==> config.mk <==
export PLATFORM = sky130hd
export DESIGN_NAME = rmt_top
export DESIGN_NICKNAME = d
export VERILOG_FILES = /design/src/rmt_fifo.sv /design/src/rmt_top.sv
export SDC_FILE = /design/constraint.sdc
export NUM_CORES = 1
export LEC_CHECK = 0
export ABC_AREA = 1
export CORE_MARGIN = 2
export CORE_UTILIZATION = 55
export CTS_BUF_LIST = sky130_fd_sc_hd__clkbuf_2
export DETAILED_ROUTE_END_ITERATION = 7
export DONT_BUFFER_PORTS = 1
export HOLD_SLACK_MARGIN = 0.15
export PLACE_DENSITY = 0.76
export REMOVE_ABC_BUFFERS = 1
export SKIP_CTS_REPAIR_TIMING = 1
export SLEW_MARGIN = 20
export SYNTH_ARGS = -nofsm -noshare
export SYNTH_HDL_FRONTEND = slang
export SYNTH_HIERARCHICAL = 1
export SYNTH_SLANG_ARGS = --single-unit
==> constraint.sdc <==
create_clock -name clk_in -period 4.45 [get_ports clk_in]
set_clock_uncertainty 0.15 [all_clocks]
set_input_delay 0.445 -clock clk_in [delete_from_list [all_inputs] [get_ports clk_in]]
set_output_delay 0.445 -clock clk_in [all_outputs]
set_load 0.1 [all_outputs]
==> src/rmt_fifo.sv <==
// Purpose: Shared constants for the ring receive and token timing block, and its word FIFO.
// Assumes: One clock; clock enable freezes all state; asynchronous active-low reset.
// Notes: The FIFO is first-word-fall-through with valid and ready on both sides.
package rmt_pkg;
   localparam int BYTE_W = 8;
   localparam int WORD_W = 32;
   localparam int ENTRY_W = 33;
   localparam int RX_FIFO_DEPTH = 10;
   localparam int TIMER_W = 16;
   localparam int NP_W = 16;
   localparam int LAST_BIT = 32;
   localparam logic [2:0] ADDR_SHORT_BYTES = 3'h2;
   localparam logic [2:0] ADDR_LONG_BYTES = 3'h6;
   localparam logic [15:0] MIN_DATA_BYTES = 16'h0004;
   localparam int FC_CLASS_HI = 7;
   localparam int FC_CLASS_LO = 6;
   localparam logic [2:0] TXQ_NONE = 3'h0;
   localparam logic [2:0] TXQ_SYNC = 3'h4;
   localparam logic [2:0] TXQ_ASYNC0 = 3'h5;
   localparam logic [1:0] LAST_QUEUE = 2'h2;
   localparam logic [1:0] PACK_FULL = 2'h3;
endpackage

`timescale 1ns/1ns
module rmt_fifo #(
   parameter int WIDTH = 33,
   parameter int DEPTH = 10
) (
   input wire logic clk_in,
   input wire logic rst_n_in,
   input wire logic ce_in,
   input wire logic in_valid_in,
   output logic in_ready_out,
   input wire logic [WIDTH-1:0] in_data_in,
   output logic out_valid_out,
   input wire logic out_ready_in,
   output logic [WIDTH-1:0] out_data_out
);
   localparam int AW = $clog2(DEPTH);
   logic [WIDTH-1:0] mem [DEPTH];
   logic [AW-1:0] wr_ptr_r;
   logic [AW-1:0] rd_ptr_r;
   logic [AW:0] count_r;
   wire push = ce_in && in_valid_in && in_ready_out;
   wire pop = ce_in && out_valid_out && out_ready_in;
   wire [AW-1:0] wr_inc = (wr_ptr_r == AW'(DEPTH - 1)) ? '0 : wr_ptr_r + 1'b1;
   wire [AW-1:0] rd_inc = (rd_ptr_r == AW'(DEPTH - 1)) ? '0 : rd_ptr_r + 1'b1;

   assign in_ready_out = (count_r != (AW + 1)'(DEPTH));
   assign out_valid_out = (count_r != '0);
   assign out_data_out = mem[rd_ptr_r];

   always_ff @(posedge clk_in) begin
      if (push) begin
         mem[wr_ptr_r] <= in_data_in;
      end
   end

   always_ff @(posedge clk_in or negedge rst_n_in) begin
      if (!rst_n_in) begin
         wr_ptr_r <= '0;
         rd_ptr_r <= '0;
         count_r <= '0;
      end else begin
         if (push) begin
            wr_ptr_r <= wr_inc;
         end
         if (pop) begin
            rd_ptr_r <= rd_inc;
         end
         if (push && !pop) begin
            count_r <= count_r + 1'b1;
         end else if (pop && !push) begin
            count_r <= count_r - 1'b1;
         end
      end
   end
endmodule

==> src/rmt_top.sv <==
// Purpose: Receive matching, word packing, buffer writes and timed-token timers.
// Assumes: Receive bytes and all inputs are synchronous to clk_in.
// Notes: Timers count clk_in cycles while ce_in is high.
// Functional notes
// - Compare DA and SA to own address.
// - Source match strips the frame.
// - Destination match receives frame into FIFO.
// - External source match strips like internal.
// - External destination match (low) receives frame.
// - Check length, classify FC, report status.
// - Rotation timer reloads with negotiated time when ring operational, else TRT_INIT.
// - Token after timer expiry is late.
// - Second expiry without token starts claim.
// - Synchronous frames first, until allocation expires.
// - Holding count loaded at capture, runs after sync.
// - Holding expiry: finish frame, release token.
// - Async queues 0,1,2; grant if prio below count.
// - Walk remaining queues, then release token.
// - Valid-transmission timer expiry starts recovery.
// - Pack four bytes into one long word.
// - Separate write and read machines, length count.
// - FIFO ten entries, 32 data plus last flag.
// - Per-byte parity generate and check, odd/even.
// - Tag marks final stored word in tag mode.
// - 32-bit holding register, two 16-bit halves.
// - Soft reset, interrupt, pending transfer register.
// - All logic runs on the byte clock.
`timescale 1ns/1ns
module rmt_top #(
   parameter int TW = rmt_pkg::TIMER_W,
   parameter logic [rmt_pkg::TIMER_W-1:0] TRT_INIT = 16'hFFFF
) (
   input wire logic clk_in,
   input wire logic rst_n_in,
   input wire logic ce_in,
   input wire logic long_addr_in,
   input wire logic [47:0] station_own_address_in,
   input wire logic ext_source_match_in,
   input wire logic ext_dest_match_in_n,
   input wire logic rx_valid_in,
   input wire logic rx_first_in,
   input wire logic rx_last_in,
   input wire logic [rmt_pkg::BYTE_W-1:0] rx_byte_in,
   output logic frame_status_valid_out,
   output logic [4:0] frame_status_out,
   output logic [1:0] fc_class_out,
   output logic rx_overflow_out,
   input wire logic ring_operational_in,
   input wire logic token_arrived_in,
   input wire logic token_capture_in,
   input wire logic [TW-1:0] negotiated_rotation_time_in,
   input wire logic [TW-1:0] sync_alloc_in,
   input wire logic [TW-1:0] tvx_max_in,
   input wire logic [3*TW-1:0] async_prio_in,
   input wire logic [3:0] queue_pending_in,
   input wire logic frame_done_in,
   output logic late_token_out,
   output logic claim_start_out,
   output logic ring_recovery_out,
   output logic token_release_out,
   output logic [2:0] tx_queue_out,
   output logic [TW-1:0] tht_out,
   input wire logic tag_mode_in,
   input wire logic parity_odd_in,
   input wire logic buf_grant_in,
   output logic buf_req_out,
   output logic buf_we_out,
   output logic [rmt_pkg::WORD_W-1:0] buffer_data_bus_out,
   output logic [3:0] buf_parity_out,
   output logic buffer_frame_end_tag_out,
   input wire logic buf_rd_valid_in,
   input wire logic [rmt_pkg::WORD_W-1:0] buffer_data_bus_in,
   input wire logic [3:0] buf_parity_in,
   output logic [3:0] parity_err_out,
   input wire logic [rmt_pkg::NP_W-1:0] np_data_in,
   input wire logic np_half_in,
   input wire logic np_wr_in,
   output logic [rmt_pkg::NP_W-1:0] np_data_out,
   input wire logic mdr_store_req_in,
   input wire logic mdr_fetch_req_in,
   output logic [1:0] mdr_pending_out,
   input wire logic np_soft_reset_in,
   output logic chip_reset_out,
   output logic np_irq_out
);
   import rmt_pkg::*;

   typedef enum logic [2:0] {
      RW_IDLE = 3'h0, RW_DA = 3'h1, RW_SA = 3'h2, RW_DATA = 3'h3
   } rmt_wr_state_t;
   typedef enum logic [1:0] {
      RD_IDLE = 2'h0, RD_RX = 2'h1, RD_STORE = 2'h2, RD_FETCH = 2'h3
   } rmt_rd_state_t;
   typedef enum logic [2:0] {
      TX_IDLE = 3'h0, TX_SYNC = 3'h1, TX_CHECK = 3'h2, TX_ASYNC = 3'h3, TX_RELEASE = 3'h4
   } rmt_tx_state_t;

   // Receive write machine and address comparison.
   rmt_wr_state_t wr_state_r;
   logic [2:0] fld_cnt_r;
   logic da_eq_r, sa_eq_r, ext_sa_r, ext_da_r, strip_r, recv_r;
   logic [15:0] data_len_r;
   logic [1:0] fc_class_r;
   wire [2:0] fld_len = long_addr_in ? ADDR_LONG_BYTES : ADDR_SHORT_BYTES;
   wire [47:0] own_sel = long_addr_in ? station_own_address_in
                                      : {32'h0000_0000, station_own_address_in[15:0]};
   wire [2:0] byte_pos = fld_len - 3'h1 - fld_cnt_r;
   wire [47:0] own_shift = own_sel >> {byte_pos, 3'h0};
   wire byte_eq = (rx_byte_in == own_shift[BYTE_W-1:0]);
   wire fld_end = (fld_cnt_r == fld_len - 3'h1);
   wire rx_go = ce_in && rx_valid_in;
   wire in_addr = (wr_state_r == RW_DA) || (wr_state_r == RW_SA);
   wire sa_final = (wr_state_r == RW_SA) && fld_end;
   wire sa_match = sa_eq_r && byte_eq;
   wire strip_now = sa_match || ext_sa_r || ext_source_match_in;
   wire recv_now = da_eq_r || ext_da_r || !ext_dest_match_in_n;
   wire take_data = (wr_state_r == RW_DATA) && recv_r && !strip_r;

   always_ff @(posedge clk_in or negedge rst_n_in) begin
      if (!rst_n_in) begin
         wr_state_r <= RW_IDLE;
         fld_cnt_r <= 3'h0;
         da_eq_r <= 1'b0;
         sa_eq_r <= 1'b0;
         ext_sa_r <= 1'b0;
         ext_da_r <= 1'b0;
         strip_r <= 1'b0;
         recv_r <= 1'b0;
         data_len_r <= 16'h0000;
         fc_class_r <= 2'h0;
      end else if (rx_go) begin
         if (in_addr) begin
            ext_sa_r <= ext_sa_r || ext_source_match_in;
            ext_da_r <= ext_da_r || !ext_dest_match_in_n;
            fld_cnt_r <= fld_end ? 3'h0 : fld_cnt_r + 3'h1;
         end
         if (rx_first_in) begin
            wr_state_r <= RW_DA;
            fc_class_r <= rx_byte_in[FC_CLASS_HI:FC_CLASS_LO];
            fld_cnt_r <= 3'h0;
            {da_eq_r, sa_eq_r, ext_sa_r, ext_da_r} <= 4'hF;
            {ext_sa_r, ext_da_r, strip_r, recv_r} <= 4'h0;
            data_len_r <= 16'h0000;
         end else if (rx_last_in) begin
            wr_state_r <= RW_IDLE;
         end else if (wr_state_r == RW_DA) begin
            da_eq_r <= da_eq_r && byte_eq;
            wr_state_r <= fld_end ? RW_SA : RW_DA;
         end else if (wr_state_r == RW_SA) begin
            sa_eq_r <= sa_match;
            if (fld_end) begin
               wr_state_r <= RW_DATA;
               strip_r <= strip_now;
               recv_r <= recv_now;
            end
         end else if (wr_state_r == RW_DATA) begin
            data_len_r <= data_len_r + 16'h0001;
         end
      end
   end

   // Frame status is reported once per frame on its last byte.
   wire fin_strip = sa_final ? strip_now : strip_r;
   wire fin_recv = sa_final ? recv_now : recv_r;
   wire fin_short = (wr_state_r != RW_DATA) || (data_len_r + 16'h0001 < MIN_DATA_BYTES);
   always_ff @(posedge clk_in or negedge rst_n_in) begin
      if (!rst_n_in) begin
         frame_status_valid_out <= 1'b0;
         frame_status_out <= 5'h00;
         fc_class_out <= 2'h0;
      end else if (ce_in) begin
         frame_status_valid_out <= rx_valid_in && rx_last_in && (wr_state_r != RW_IDLE);
         if (rx_valid_in && rx_last_in && (wr_state_r != RW_IDLE)) begin
            frame_status_out <= {fin_short, fin_strip, fin_recv, ext_sa_r, ext_da_r};
            fc_class_out <= fc_class_r;
         end
      end
   end

   // Byte packing into long words; the completed word waits in one holding stage.
   logic [WORD_W-1:0] pack_r;
   logic [1:0] pack_cnt_r;
   logic wq_valid_r;
   logic [ENTRY_W-1:0] wq_data_r;
   logic fifo_in_ready, fifo_out_valid, fifo_pop;
   logic [ENTRY_W-1:0] fifo_out;
   wire [WORD_W-1:0] pack_nxt = {pack_r[23:0], rx_byte_in};
   wire [WORD_W-1:0] word_aligned = pack_nxt << {~pack_cnt_r, 3'h0};
   wire word_fire = rx_go && take_data && ((pack_cnt_r == PACK_FULL) || rx_last_in);
   wire wq_free = !wq_valid_r || fifo_in_ready;

   always_ff @(posedge clk_in or negedge rst_n_in) begin
      if (!rst_n_in) begin
         pack_r <= '0;
         pack_cnt_r <= 2'h0;
         wq_valid_r <= 1'b0;
         wq_data_r <= '0;
         rx_overflow_out <= 1'b0;
      end else if (ce_in) begin
         if (rx_go && rx_first_in) begin
            pack_cnt_r <= 2'h0;
         end else if (rx_go && take_data) begin
            pack_r <= pack_nxt;
            pack_cnt_r <= rx_last_in ? 2'h0 : pack_cnt_r + 2'h1;
         end
         if (word_fire && wq_free) begin
            wq_valid_r <= 1'b1;
            wq_data_r <= {rx_last_in, word_aligned};
         end else if (fifo_in_ready) begin
            wq_valid_r <= 1'b0;
         end
         rx_overflow_out <= word_fire && !wq_free;
      end
   end

   rmt_fifo #(.WIDTH(ENTRY_W), .DEPTH(RX_FIFO_DEPTH)) u_rx_fifo (
      .clk_in(clk_in),
      .rst_n_in(rst_n_in),
      .ce_in(ce_in),
      .in_valid_in(wq_valid_r),
      .in_ready_out(fifo_in_ready),
      .in_data_in(wq_data_r),
      .out_valid_out(fifo_out_valid),
      .out_ready_in(fifo_pop),
      .out_data_out(fifo_out)
   );

   // Read machine: moves FIFO words to buffer memory and holding-register words to and from it.
   rmt_rd_state_t rd_state_r;
   logic [WORD_W-1:0] mdr_r;
   logic store_pend_r, fetch_pend_r;
   wire granted = ce_in && buf_grant_in;
   wire rx_wr = (rd_state_r == RD_RX) && granted;
   wire mdr_wr = (rd_state_r == RD_STORE) && granted;
   assign fifo_pop = rx_wr;
   wire [WORD_W-1:0] wr_word = rx_wr ? fifo_out[WORD_W-1:0] : mdr_r;
   wire [3:0] par_gen;
   wire [3:0] par_bad;
   for (genvar b = 0; b < 4; b++) begin : g_par
      assign par_gen[b] = (^wr_word[8*b +: 8]) ^ parity_odd_in;
      assign par_bad[b] = ((^buffer_data_bus_in[8*b +: 8]) ^ buf_parity_in[b]) != parity_odd_in;
   end
   wire fetch_done = (rd_state_r == RD_FETCH) && buf_rd_valid_in;

   always_ff @(posedge clk_in or negedge rst_n_in) begin
      if (!rst_n_in) begin
         rd_state_r <= RD_IDLE;
         buf_we_out <= 1'b0;
         buffer_data_bus_out <= '0;
         buf_parity_out <= 4'h0;
         buffer_frame_end_tag_out <= 1'b0;
         parity_err_out <= 4'h0;
      end else if (ce_in) begin
         buf_we_out <= rx_wr || mdr_wr;
         buffer_frame_end_tag_out <= rx_wr && tag_mode_in && fifo_out[LAST_BIT];
         if (rx_wr || mdr_wr) begin
            buffer_data_bus_out <= wr_word;
            buf_parity_out <= par_gen;
         end
         parity_err_out <= buf_rd_valid_in ? par_bad : 4'h0;
         unique case (rd_state_r)
            RD_IDLE: begin
               if (fifo_out_valid) begin
                  rd_state_r <= RD_RX;
               end else if (store_pend_r) begin
                  rd_state_r <= RD_STORE;
               end else if (fetch_pend_r) begin
                  rd_state_r <= RD_FETCH;
               end
            end
            RD_RX, RD_STORE: begin
               if (buf_grant_in) begin
                  rd_state_r <= RD_IDLE;
               end
            end
            RD_FETCH: begin
               if (buf_rd_valid_in) begin
                  rd_state_r <= RD_IDLE;
               end
            end
         endcase
      end
   end

   always_ff @(posedge clk_in or negedge rst_n_in) begin
      if (!rst_n_in) begin
         buf_req_out <= 1'b0;
         mdr_r <= '0;
         store_pend_r <= 1'b0;
         fetch_pend_r <= 1'b0;
         np_data_out <= '0;
         mdr_pending_out <= 2'h0;
         chip_reset_out <= 1'b0;
      end else if (ce_in) begin
         buf_req_out <= (rd_state_r != RD_IDLE) && !(granted && rd_state_r != RD_FETCH)
                        && !fetch_done;
         if (np_wr_in && np_half_in) begin
            mdr_r[31:16] <= np_data_in;
         end else if (np_wr_in) begin
            mdr_r[15:0] <= np_data_in;
         end else if (fetch_done) begin
            mdr_r <= buffer_data_bus_in;
         end
         np_data_out <= np_half_in ? mdr_r[31:16] : mdr_r[15:0];
         store_pend_r <= mdr_store_req_in || (store_pend_r && !mdr_wr);
         fetch_pend_r <= mdr_fetch_req_in || (fetch_pend_r && !fetch_done);
         mdr_pending_out <= {fetch_pend_r, store_pend_r};
         chip_reset_out <= np_soft_reset_in;
      end
   end

   // Rotation and valid-transmission timers.
   logic [TW-1:0] trt_r, tvx_r;
   logic trt_once_r;
   wire trt_zero = (trt_r == '0);
   wire tvx_zero = (tvx_r == '0);
   wire [TW-1:0] trt_load = ring_operational_in ? negotiated_rotation_time_in : TRT_INIT;
   wire valid_end = rx_valid_in && rx_last_in;
   always_ff @(posedge clk_in or negedge rst_n_in) begin
      if (!rst_n_in) begin
         trt_r <= TRT_INIT;
         trt_once_r <= 1'b0;
         tvx_r <= '0;
         late_token_out <= 1'b0;
         claim_start_out <= 1'b0;
         ring_recovery_out <= 1'b0;
      end else if (ce_in) begin
         late_token_out <= token_arrived_in && trt_once_r;
         claim_start_out <= !token_arrived_in && trt_zero && trt_once_r;
         ring_recovery_out <= !(valid_end || token_arrived_in) && tvx_zero;
         if (token_arrived_in) begin
            trt_r <= trt_load;
            trt_once_r <= 1'b0;
         end else if (trt_zero) begin
            trt_r <= trt_load;
            trt_once_r <= !trt_once_r;
         end else begin
            trt_r <= trt_r - 1'b1;
         end
         tvx_r <= (valid_end || token_arrived_in || tvx_zero) ? tvx_max_in : tvx_r - 1'b1;
      end
   end

   // Transmit sequencing while the token is held.
   rmt_tx_state_t tx_state_r;
   logic [TW-1:0] sync_cnt_r;
   logic [1:0] q_r;
   wire [TW-1:0] q_prio = async_prio_in[TW*q_r +: TW];
   wire tht_zero = (tht_out == '0);
   wire q_grant = queue_pending_in[q_r + 2'h1] && (q_prio < tht_out);
   wire sync_over = (sync_cnt_r == '0) || !queue_pending_in[0];
   wire [1:0] q_next = q_r + 2'h1;
   wire cap_go = ce_in && token_capture_in && (tx_state_r == TX_IDLE);

   always_ff @(posedge clk_in or negedge rst_n_in) begin
      if (!rst_n_in) begin
         tx_state_r <= TX_IDLE;
         sync_cnt_r <= '0;
         q_r <= 2'h0;
         tht_out <= '0;
         tx_queue_out <= TXQ_NONE;
         token_release_out <= 1'b0;
      end else if (ce_in) begin
         token_release_out <= (tx_state_r == TX_RELEASE);
         if (tx_state_r != TX_SYNC && tx_state_r != TX_IDLE && !tht_zero) begin
            tht_out <= tht_out - 1'b1;
         end
         unique case (tx_state_r)
            TX_IDLE: begin
               if (token_capture_in) begin
                  tht_out <= trt_r;
                  sync_cnt_r <= sync_alloc_in;
                  q_r <= 2'h0;
                  tx_state_r <= queue_pending_in[0] ? TX_SYNC : TX_CHECK;
                  tx_queue_out <= queue_pending_in[0] ? TXQ_SYNC : TXQ_NONE;
               end
            end
            TX_SYNC: begin
               sync_cnt_r <= (sync_cnt_r == '0) ? sync_cnt_r : sync_cnt_r - 1'b1;
               if (sync_over) begin
                  tx_state_r <= TX_CHECK;
                  tx_queue_out <= TXQ_NONE;
               end
            end
            TX_CHECK: begin
               if (tht_zero) begin
                  tx_state_r <= TX_RELEASE;
               end else if (q_grant) begin
                  tx_state_r <= TX_ASYNC;
                  tx_queue_out <= TXQ_ASYNC0 + {1'b0, q_r};
               end else if (q_r == LAST_QUEUE) begin
                  tx_state_r <= TX_RELEASE;
               end else begin
                  q_r <= q_next;
               end
            end
            TX_ASYNC: begin
               if (frame_done_in && (tht_zero || !queue_pending_in[q_r + 2'h1])) begin
                  tx_queue_out <= TXQ_NONE;
                  tx_state_r <= (tht_zero || q_r == LAST_QUEUE) ? TX_RELEASE : TX_CHECK;
                  q_r <= (q_r == LAST_QUEUE) ? q_r : q_next;
               end
            end
            TX_RELEASE: begin
               tx_state_r <= TX_IDLE;
            end
            default: begin
               tx_state_r <= TX_IDLE;
            end
         endcase
      end
   end

   always_ff @(posedge clk_in or negedge rst_n_in) begin
      if (!rst_n_in) begin
         np_irq_out <= 1'b0;
      end else if (ce_in) begin
         np_irq_out <= late_token_out || claim_start_out || ring_recovery_out
                       || rx_overflow_out || (parity_err_out != 4'h0);
      end
   end
endmodule

### Word level (Yosys, flattened, before mapping)

Memory sizes are Yosys's and may differ from the RTL's.
Cells that the tools add are included.

* word-level logic and storage cells: 352
* memories: 1
* input port bits: 230
* bits in writable memories: 330
* flip-flop bits (word level): 288
* output and inout bits: 95

* mux-type cells: 99
* $lt $le $gt $ge: 3
* eq/ne operators: 39
* add/subtract/negate cells: 15
* shift operators: 3
* bitwise gates (word level): 11
* reductions and logical operators: 133

Memories
* u_rx_fifo.mem: words 10, width 33, read ports 1, clocked after Yosys merged registers in 0, wr ports 1, line rmt_fifo.sv:40 `logic [WIDTH-1:0] mem [DEPTH];`

Operators with widths (count)
* 2-to-1 mux 16 bit: 18
* 2-to-1 mux 3 bit: 22
* logical NOT 16 bit: 4
* 2-to-1 mux 32 bit: 2
* parity 8 bit: 8
* subtractor 16 x 1 -> 16 bit, second input constant: 4
* 2-to-1 mux 48 bit: 1
* variable part select 48 x 7 -> 16 bit: 1
* >> shifter 48 x 6 -> 8 bit: 1
* logical AND 1 bit: 39
* case mux 16 bit (2 select lines): 1
* left shift 32 x 5 -> 32 bit: 1
* 2-to-1 mux 1 bit: 30
* 2-to-1 mux 2 bit: 15
* != test 2 bit, second input constant: 13
* nonzero test 2 bit: 13
* case mux 3 bit (4 select lines): 2
* logical OR 1 bit: 22
* adder 16 x 1 -> 16 bit, second input constant: 1
* < comparator 16 bit: 1
* < comparator 16 x 3 -> 1 bit, second input constant: 1
* AND reduction 2 bit: 8
* nonzero test 4 bit: 4
* logical NOT 1 bit: 15
* 41 further kinds: 76

### Longest topological paths before layout

Gate-level depths: netlist of the first run.

* depth after elaboration: 13
* depth in mapped cells: 18
* depth with buffers taken out: 17

### Cells and area by module

Netlist of the first run, hierarchy kept.

By module, submodules not included
* rmt_top: area each 16565.9 µm², cells an instance 2206, instances 1, sequential area each 6876.6 µm²
* rmt_fifo: area each 14415.1 µm², cells an instance 1312, instances 1, sequential area each 10234.8 µm²

### Worst setup path before layout of the first run

OpenSTA, ideal clock, no wires.

* path type: reg-to-reg
* from: register u_rx_fifo.wr_ptr_r[3]
* to: memory u_rx_fifo.mem[3][0], enable pin
* cell stages (with the launch flop): 3
* arrival time: 3038 ps
* data required time: 3836 ps
* path buffers: 0
* setup time: 464 ps
* slack: 798 ps
* clock period less this slack: 3652 ps
* path through: dfrtp_1 > or2_2 > nor3_1

RTL lines
* from (decl): line rmt_fifo.sv:41 `logic [AW-1:0] wr_ptr_r;`
* from (signal assigned): line rmt_fifo.sv:66 `wr_ptr_r <= wr_inc;`
* to (decl): line rmt_fifo.sv:40

No word-level cell before the write port.

### Worst setup path in the final report of the first run

* from: input port np_half_in
* to: register mdr_r[19]

* longest elaborated chain between the ends: 3
* elaborated cells on any way between the ends: 5
* classes of those cells: eq/ne: 1; mux: 1; reduce/logical: 3

Ends and longest elaborated chain
* from (decl): line rmt_top.sv:76 `input wire logic np_half_in,`
* logical AND 1 bit *: line rmt_top.sv:297 `if (np_wr_in && np_half_in) begin`
* != test 2 x 1 -> 1 bit (no source line) / nonzero test 2 bit (equally long branches)
* AND reduction 3 bit (no source line)
* to (signal assigned): line rmt_top.sv:298 `mdr_r[31:16] <= np_data_in;`
* to (signal assigned): line rmt_top.sv:302 `mdr_r <= buffer_data_bus_in;`
* to (decl): line rmt_top.sv:230 `logic [WORD_W-1:0] mdr_r;`

Every way passes the cells marked *; elsewhere a longest branch is shown, timed or not.
A chain may end at the register's enable or synchronous reset.

==> impl_results.md, run 1 <==
- Number of nets still failing antenna checks after routing: 0
- Post-synthesis sequential element count: 617
- Routed Wire Length: 91200 um
- Clock latency reported for the late side of the worst-skew pair: 1.46 ns
- RR Startpoint: q_r[0]$_DFFE_PN0P_
- Cell with the largest stage delay on the worst path: dlygate4sd3_1
- Max_cap viols: 0
- CTS tree: built
- Filler cell count in the final layout: 4082
- Standard cell core area: 55400 um^2
- Post-synthesis async set-or-reset flop share: 46.5%
- Net count reported at finish: 4260
- Maximum number of pins on one net before global-route repair: 288
- Number of max-slew violations in the final report: 64
- Residual DRC: 0
- Crit path time final: 4.53 ns
- CP required: 5.50 ns
- Number of flops mapped to enable cells by yosys: 330
- Buf+Inv Stages, Crit Path: 5
- Via/cell ratio: 5.65
- Final worst path period share: 102%
- Layout cells sized above 1: 10.1%
- Leakage power: 16.5 nW
- Average footprint of a synthesized cell: 8.81 um^2
- Final critical-path setup slack: -0.0785 ns
- Power after layout: 21.5 mW
- Die ar.: 58200 um^2
- Critical Path AT: 5.58 ns
- Worst Path Max Fanout: 27
- Detailed-placement wirelength estimate: 49400 um
- Failing checks: negative hold slack, max-slew violations, negative setup slack
- Worst reg2reg path endpoint: q_r[0]$_DFFE_PN0P_
- Via count of the first global-routing pass: 22800
- Critical path type: primary input to flip-flop
- Peak ir drop on the vdd network: 521 uV
- Number of CTS-inserted buffers: 159
- Antenna violations before repair: 2
- Cell chain of the critical path: dlygate4sd3_1, dlygate4sd3_1, nand2_1, nand2_1, dlygate4sd3_1, o21ai_0, dlygate4sd3_1, nand2_1, dlygate4sd3_1, o21ai_0
- Cell with the most instances after synthesis: nand2_1
- Leading cell types by total area after synthesis: edfxtp_1 32%, dfrtp_1 22%, nand2_1 11%, o21ai_0 5.4%, inv_1 4.6%
- Number of unique standard cell types used by synthesis: 59
- Number of iterations in the first detailed-routing pass: 6
- Number of vias after detailed routing: 27500
- Top-area cell type share of the netlist area: 32.0%
- Power per standard cell area: 573 nW/um^2
- Wire per inst: 18.8 um
- Family with the most delay on the worst path: buffers and inverters
- Portion of the post-synthesis area used by sequential elements: 55.2%
- Layout area overhead: 21.2%
- Die boundary height: 241 um
- Number of sinks handled by clock tree synthesis: 617
- Cell type with the highest aggregate area in the netlist: edfxtp_1
- Setup violators final: 1
- Number of levels in the clock H-tree: 4
- R2r worst-path depth: 13
- # IOs: 325
- Initial core utilization: 55.9%
- Die span in x: 241 um
- Overall track demand over capacity in global routing: 26.6%
- Number of rows in the core area: 86
- Min-delay worst type: primary input to asynchronous set/reset pin
- Master cell of the clock root buffer: clkbuf_2
- Congestion Overflow GR: 0
- Max-Slew Margin vs Limit: -4.41%
- Synth Warn #: 6
- Gate count of the mapped netlist: 3518
- Final count of hold timing violations: 287
- Count of buffers from port buffering: 0
- Status: complete, but fails checks
- CP startpoint: np_half_in
- Synthesized area: 31000 um^2
- CP max stage delay: 1.24 ns
- Clk slew on worst S/H paths: 0.14 ns
- Placed instance count: 4151
- Final RePlAce weighted congestion: 0.909
- Buffer levels on the longest clock path: 3
- Global-route wire length before repair: 121000 um
- Leading cell types by count after synthesis: 891 x nand2_1, 376 x inv_1, 333 x o21ai_0
- Non-filler cells, final: 4859
- Fin Hold WS: -1.45 ns
- Upper clock frequency limit: 221 MHz
- Predominant post-synthesis flop cell: edfxtp_1
- Actual slew at the worst max-slew pin: 1.57 ns
- Type of origin of the critical path: primary input
- CP most frequent cell: dlygate4sd3_1
- Worst reg-to-reg setup slack: 0.06 ns
- Initial DRC Count: 3104
- Endpoint type of the worst setup path: flip-flop
layer usage:
| layer | vias to the layer above | GRT usage [%] | routed length, um |
|---|---|---|---|
| met5 | - | 0 | 0 |
| li1 | 12700 | - | - |
| met3 | 345 | 6.45 | 9170 |
| met1 | 12900 | 36.1 | 35700 |
| met4 | 0 | 10.9 | 3940 |
| met2 | 1497 | 41.4 | 42300 |
final cells by class:
class	instances	area [um^2]	share of cell area, %
Antenna cell	2	5.00	0.0133
Clock buffer	240	1200	3.20
Clock inverter	40	349	0.930
Inverter	403	1520	4.04
Multi-Input combinational cell	2335	11700	31.2
Sequential cell	617	17100	45.6
Tap cell	748	936	2.49
Timing Repair Buffer	474	4700	12.5
cell families (layout without fill, tap and decap cells):
group	after synthesis	after routing	synth area share (%)
AND/OR/NAND/NOR	1569	1569	21.1
flip-flops	617	617	55.2
other	0	2	0
buffers and inverters	566	1157	7.25
XOR/XNOR	109	109	3.13
multiplexers	1	1	0.0323
AO/OA/AOI/OAI	616	616	11.6
adder cells (fa/ha/maj)	40	40	1.64
per-stage QoR:
step	setup slack, ns	utilization [%]	cell area (um^2)	TNS, ns
6_report	-0.0785	67.7	37500	-0.0785
5_1_grt	-0.267	67.7	37500	-1.35
4_1_cts	1.25	60.0	33200	0
3_5_place_dp	1.24	57.2	31700	0
3_3_place_gp	1.31	57.2	31700	0
2_1_floorplan	-2.78	-	30300	-78.99
where the power goes:
part / switching (mW) / internal, mW
sequential: 2.81 / 6.93
combinational: 4.78 / 2.79
clock: 2.43 / 1.79
total: 10.0 / 11.5
placed cells by master, fill, tap and decap left out, types with 70 or more instances in the layout:
cell type,n
xor2_1,70
nand3_1,253
o21ai_0,333
inv_1,372
clkbuf_2,240
dlygate4sd3_1,423
edfxtp_1,330
nand2_1,891
dfrtp_1,269
nor2_1,314
worst max-delay path by stage:
stage,end,depth (start not counted)
after detailed placement,buf_parity_out[3]$_DFFE_PN0P_,15
after global routing,mdr_r[19]$_DFFE_PN0P_,10
after global placement,buf_parity_out[3]$_DFFE_PN0P_,15
after floorplan,buf_parity_out[3]$_DFFE_PN0P_,16
after CTS,buf_parity_out[3]$_DFFE_PN0P_,15
final,mdr_r[19]$_DFFE_PN0P_,10
sequential cells by signal (all words and copies together), names as in the netlist, 16 cells and up:
name / count
buffer_data_bus_out: 32
data_len_r: 16
mdr_r: 32
np_data_out: 16
pack_r: 24
sync_cnt_r: 16
tht_out: 16
trt_r: 16
tvx_r: 16
u_rx_fifo/mem: 330
wq_data_r: 33
Note: power is estimated with default switching activity, not from simulation.
==> inputs of run 2 (changes only) <==
- CORE_UTILIZATION: 55 -> 45
- PLACE_DENSITY: 0.76 -> 0.66
==> impl_results.md, run 2 (same netlist as run 1, synthesis figures left out) <==
- Maximum number of pins on one net before global-route repair: 288
- Worst reg2reg path endpoint: buf_parity_out[0]$_DFFE_PN0P_
- Endpoint type of the worst setup path: flip-flop
- Setup violators final: 0
- Number of vias after detailed routing: 26700
- Status: complete, but fails checks
- Die span in x: 266 um
- Overall track demand over capacity in global routing: 23.0%
- CP required: 5.55 ns
- Die ar.: 71000 um^2
- R2r worst-path depth: 17
- Flip-flop count of the largest register, all copies and words added: 330
- Internal power contribution: 11.4 mW
- Fin Hold WS: -1.36 ns
- Upper clock frequency limit: 229 MHz
- Final count of hold timing violations: 287
- Number of rows in the core area: 96
- Layout area overhead: 21.3%
- Via/cell ratio: 5.34
- Congestion Overflow GR: 0
- Standard cell core area: 68300 um^2
- RR Startpoint: u_rx_fifo/rd_ptr_r[0]$_DFFE_PN0P_
- Number of levels in the clock H-tree: 4
- Share of power burned in registers: 45.1%
- Final design utilization: 55.0%
- Master cell of the clock root buffer: clkbuf_2
- Type of origin of the critical path: primary input
- Count of buffers from port buffering: 0
- Min-delay worst type: primary input to asynchronous set/reset pin
- Clk network pwr share: 19.7%
- Pre-CTS setup slack: 1.29 ns
- Number of max-slew violations in the final report: 0
- Layout cells sized above 1: 10.9%
- Buffer levels on the longest clock path: 3
- Register with the highest flop count: u_rx_fifo/mem
- Non-filler cells, final: 4996
- Clk slew on worst S/H paths: 0.14 ns
- Number of sinks handled by clock tree synthesis: 617
- Initial core utilization: 45.3%
- Power dissipated by switching net loads: 9.87 mW
- Peak ir drop on the vdd network: 452 uV
- Worst Path Max Fanout: 27
- Placed instance count: 4294
- Crit path time final: 4.37 ns
- Net count reported at finish: 4249
- Detailed-placement wirelength estimate: 53600 um
- Critical path type: primary input to flip-flop
- Failing checks: negative hold slack
- Power per standard cell area: 567 nW/um^2
- Max_cap viols: 0
- Die boundary height: 266 um
- Final critical-path setup slack: 0.0800 ns
- Final worst path period share: 98.2%
- Aggregate negative setup slack: 0 ns
- Sw frac: 46.3%
- Biggest regs: u_rx_fifo/mem: 330 flops, wq_data_r: 33 flops
- Clock latency reported for the late side of the worst-skew pair: 1.40 ns
- Worst reg-to-reg setup slack: 0.28 ns
- Actual slew at the worst max-slew pin: 1.34 ns
- # IOs: 325
- Antenna violations before repair: 3
- Residual DRC: 0
- Final RePlAce weighted congestion: 0.859
- Critical Path AT: 5.47 ns
- Most common cell after layout, fill and taps aside: nand2_1
- Most frequent cells in the layout: 891 x nand2_1, 400 x dlygate4sd3_1, 371 x inv_1
- Max-Slew Margin vs Limit: 10.9%
- Global-route wire length before repair: 127000 um
- Leakage power: 16.5 nW
- Number of CTS-inserted buffers: 162
- Initial DRC Count: 2274
- Wire per inst: 18.1 um
- Placed inst area: 31900 um^2
- Number of iterations in the first detailed-routing pass: 6
- Number of nets still failing antenna checks after routing: 0
- Final cell area excluding filler cells: 37600 um^2
- Routed Wire Length: 90500 um
- Via count of the first global-routing pass: 22700
- CTS tree: built
- Power after layout: 21.3 mW
- Combinational Power Share: 35.1%
run 2: changes by cell type in the layout (fill, tap and decap cells not counted), sizes merged:
cell | before | now
clkinv | 35 | 30
inv | 400 | 398
bufinv | 6 | 4
dlygate4sd3 | 423 | 400
clkbuf | 240 | 261
diode | 2 | 4
buf | 51 | 60
clkinvlp | 2 | 5
run 2: cell type report:
| class | count | area [um^2] |
|---|---|---|
| tap | 882 | 1100 |
| timing repair buffer | 460 | 4530 |
| multi-input combinational | 2335 | 11700 |
| clock buffer | 261 | 1310 |
| fill | 6040 | 30800 |
| clock inverter | 34 | 283 |
| antenna | 4 | 10.0 |
| sequential | 617 | 17100 |
| inverter | 403 | 1520 |
run 2: routing by layer:
| layer | share of wire, % | global-route usage [%] | vias to the layer above |
|---|---|---|---|
| met3 | 7.9 | 6.05 | 212 |
| met1 | 42 | 31.4 | 12600 |
| met4 | 3.1 | 8.28 | 0 |
| met5 | 0 | 0 | - |
| met2 | 47 | 35.4 | 1140 |
| li1 | - | - | 12700 |
run 2: power by group through the flow:
stage / Sequential, mW / Clock (mW) / Combinational [mW]
2_1_floorplan: 10.1 / 0 / 4.22
3_3_place_gp: 9.69 / 0 / 6.45
3_5_place_dp: 9.70 / 0 / 6.55
4_1_cts: 9.58 / 4.31 / 6.58
5_1_grt: 9.72 / 4.60 / 8.38
6_report: 9.62 / 4.21 / 7.49
run 2: worst max path at each step:
stage,from,end,slack [ns],cells past startpoint
finish,np_half_in,mdr_r[18]$_DFFE_PN0P_,0.08,10
global route,np_half_in,mdr_r[18]$_DFFE_PN0P_,-0.03,10
CTS,buffer_data_bus_out[6]$_DFFE_PN0P_,buffer_data_bus_out[6],1.28,0
detailed placement,u_rx_fifo/rd_ptr_r[0]$_DFFE_PN0P_,buf_parity_out[3]$_DFFE_PN0P_,1.29,14
global placement,u_rx_fifo/rd_ptr_r[0]$_DFFE_PN0P_,buf_parity_out[3]$_DFFE_PN0P_,1.37,14
floorplan,u_rx_fifo/rd_ptr_r[0]$_DFFE_PN0P_,buf_parity_out[3]$_DFFE_PN0P_,-2.78,16
run 2: critical path: stages:
cell and delay, ns:
dlygate4sd3_1 0.52, dlygate4sd3_1 1.28, nand2_1 0.87, nand2_1 0.32
dlygate4sd3_1 0.59, o21ai_0 0.11, dlygate4sd3_1 0.64, nand2_1 0.07
dlygate4sd3_1 0.54, o21ai_0 0.07
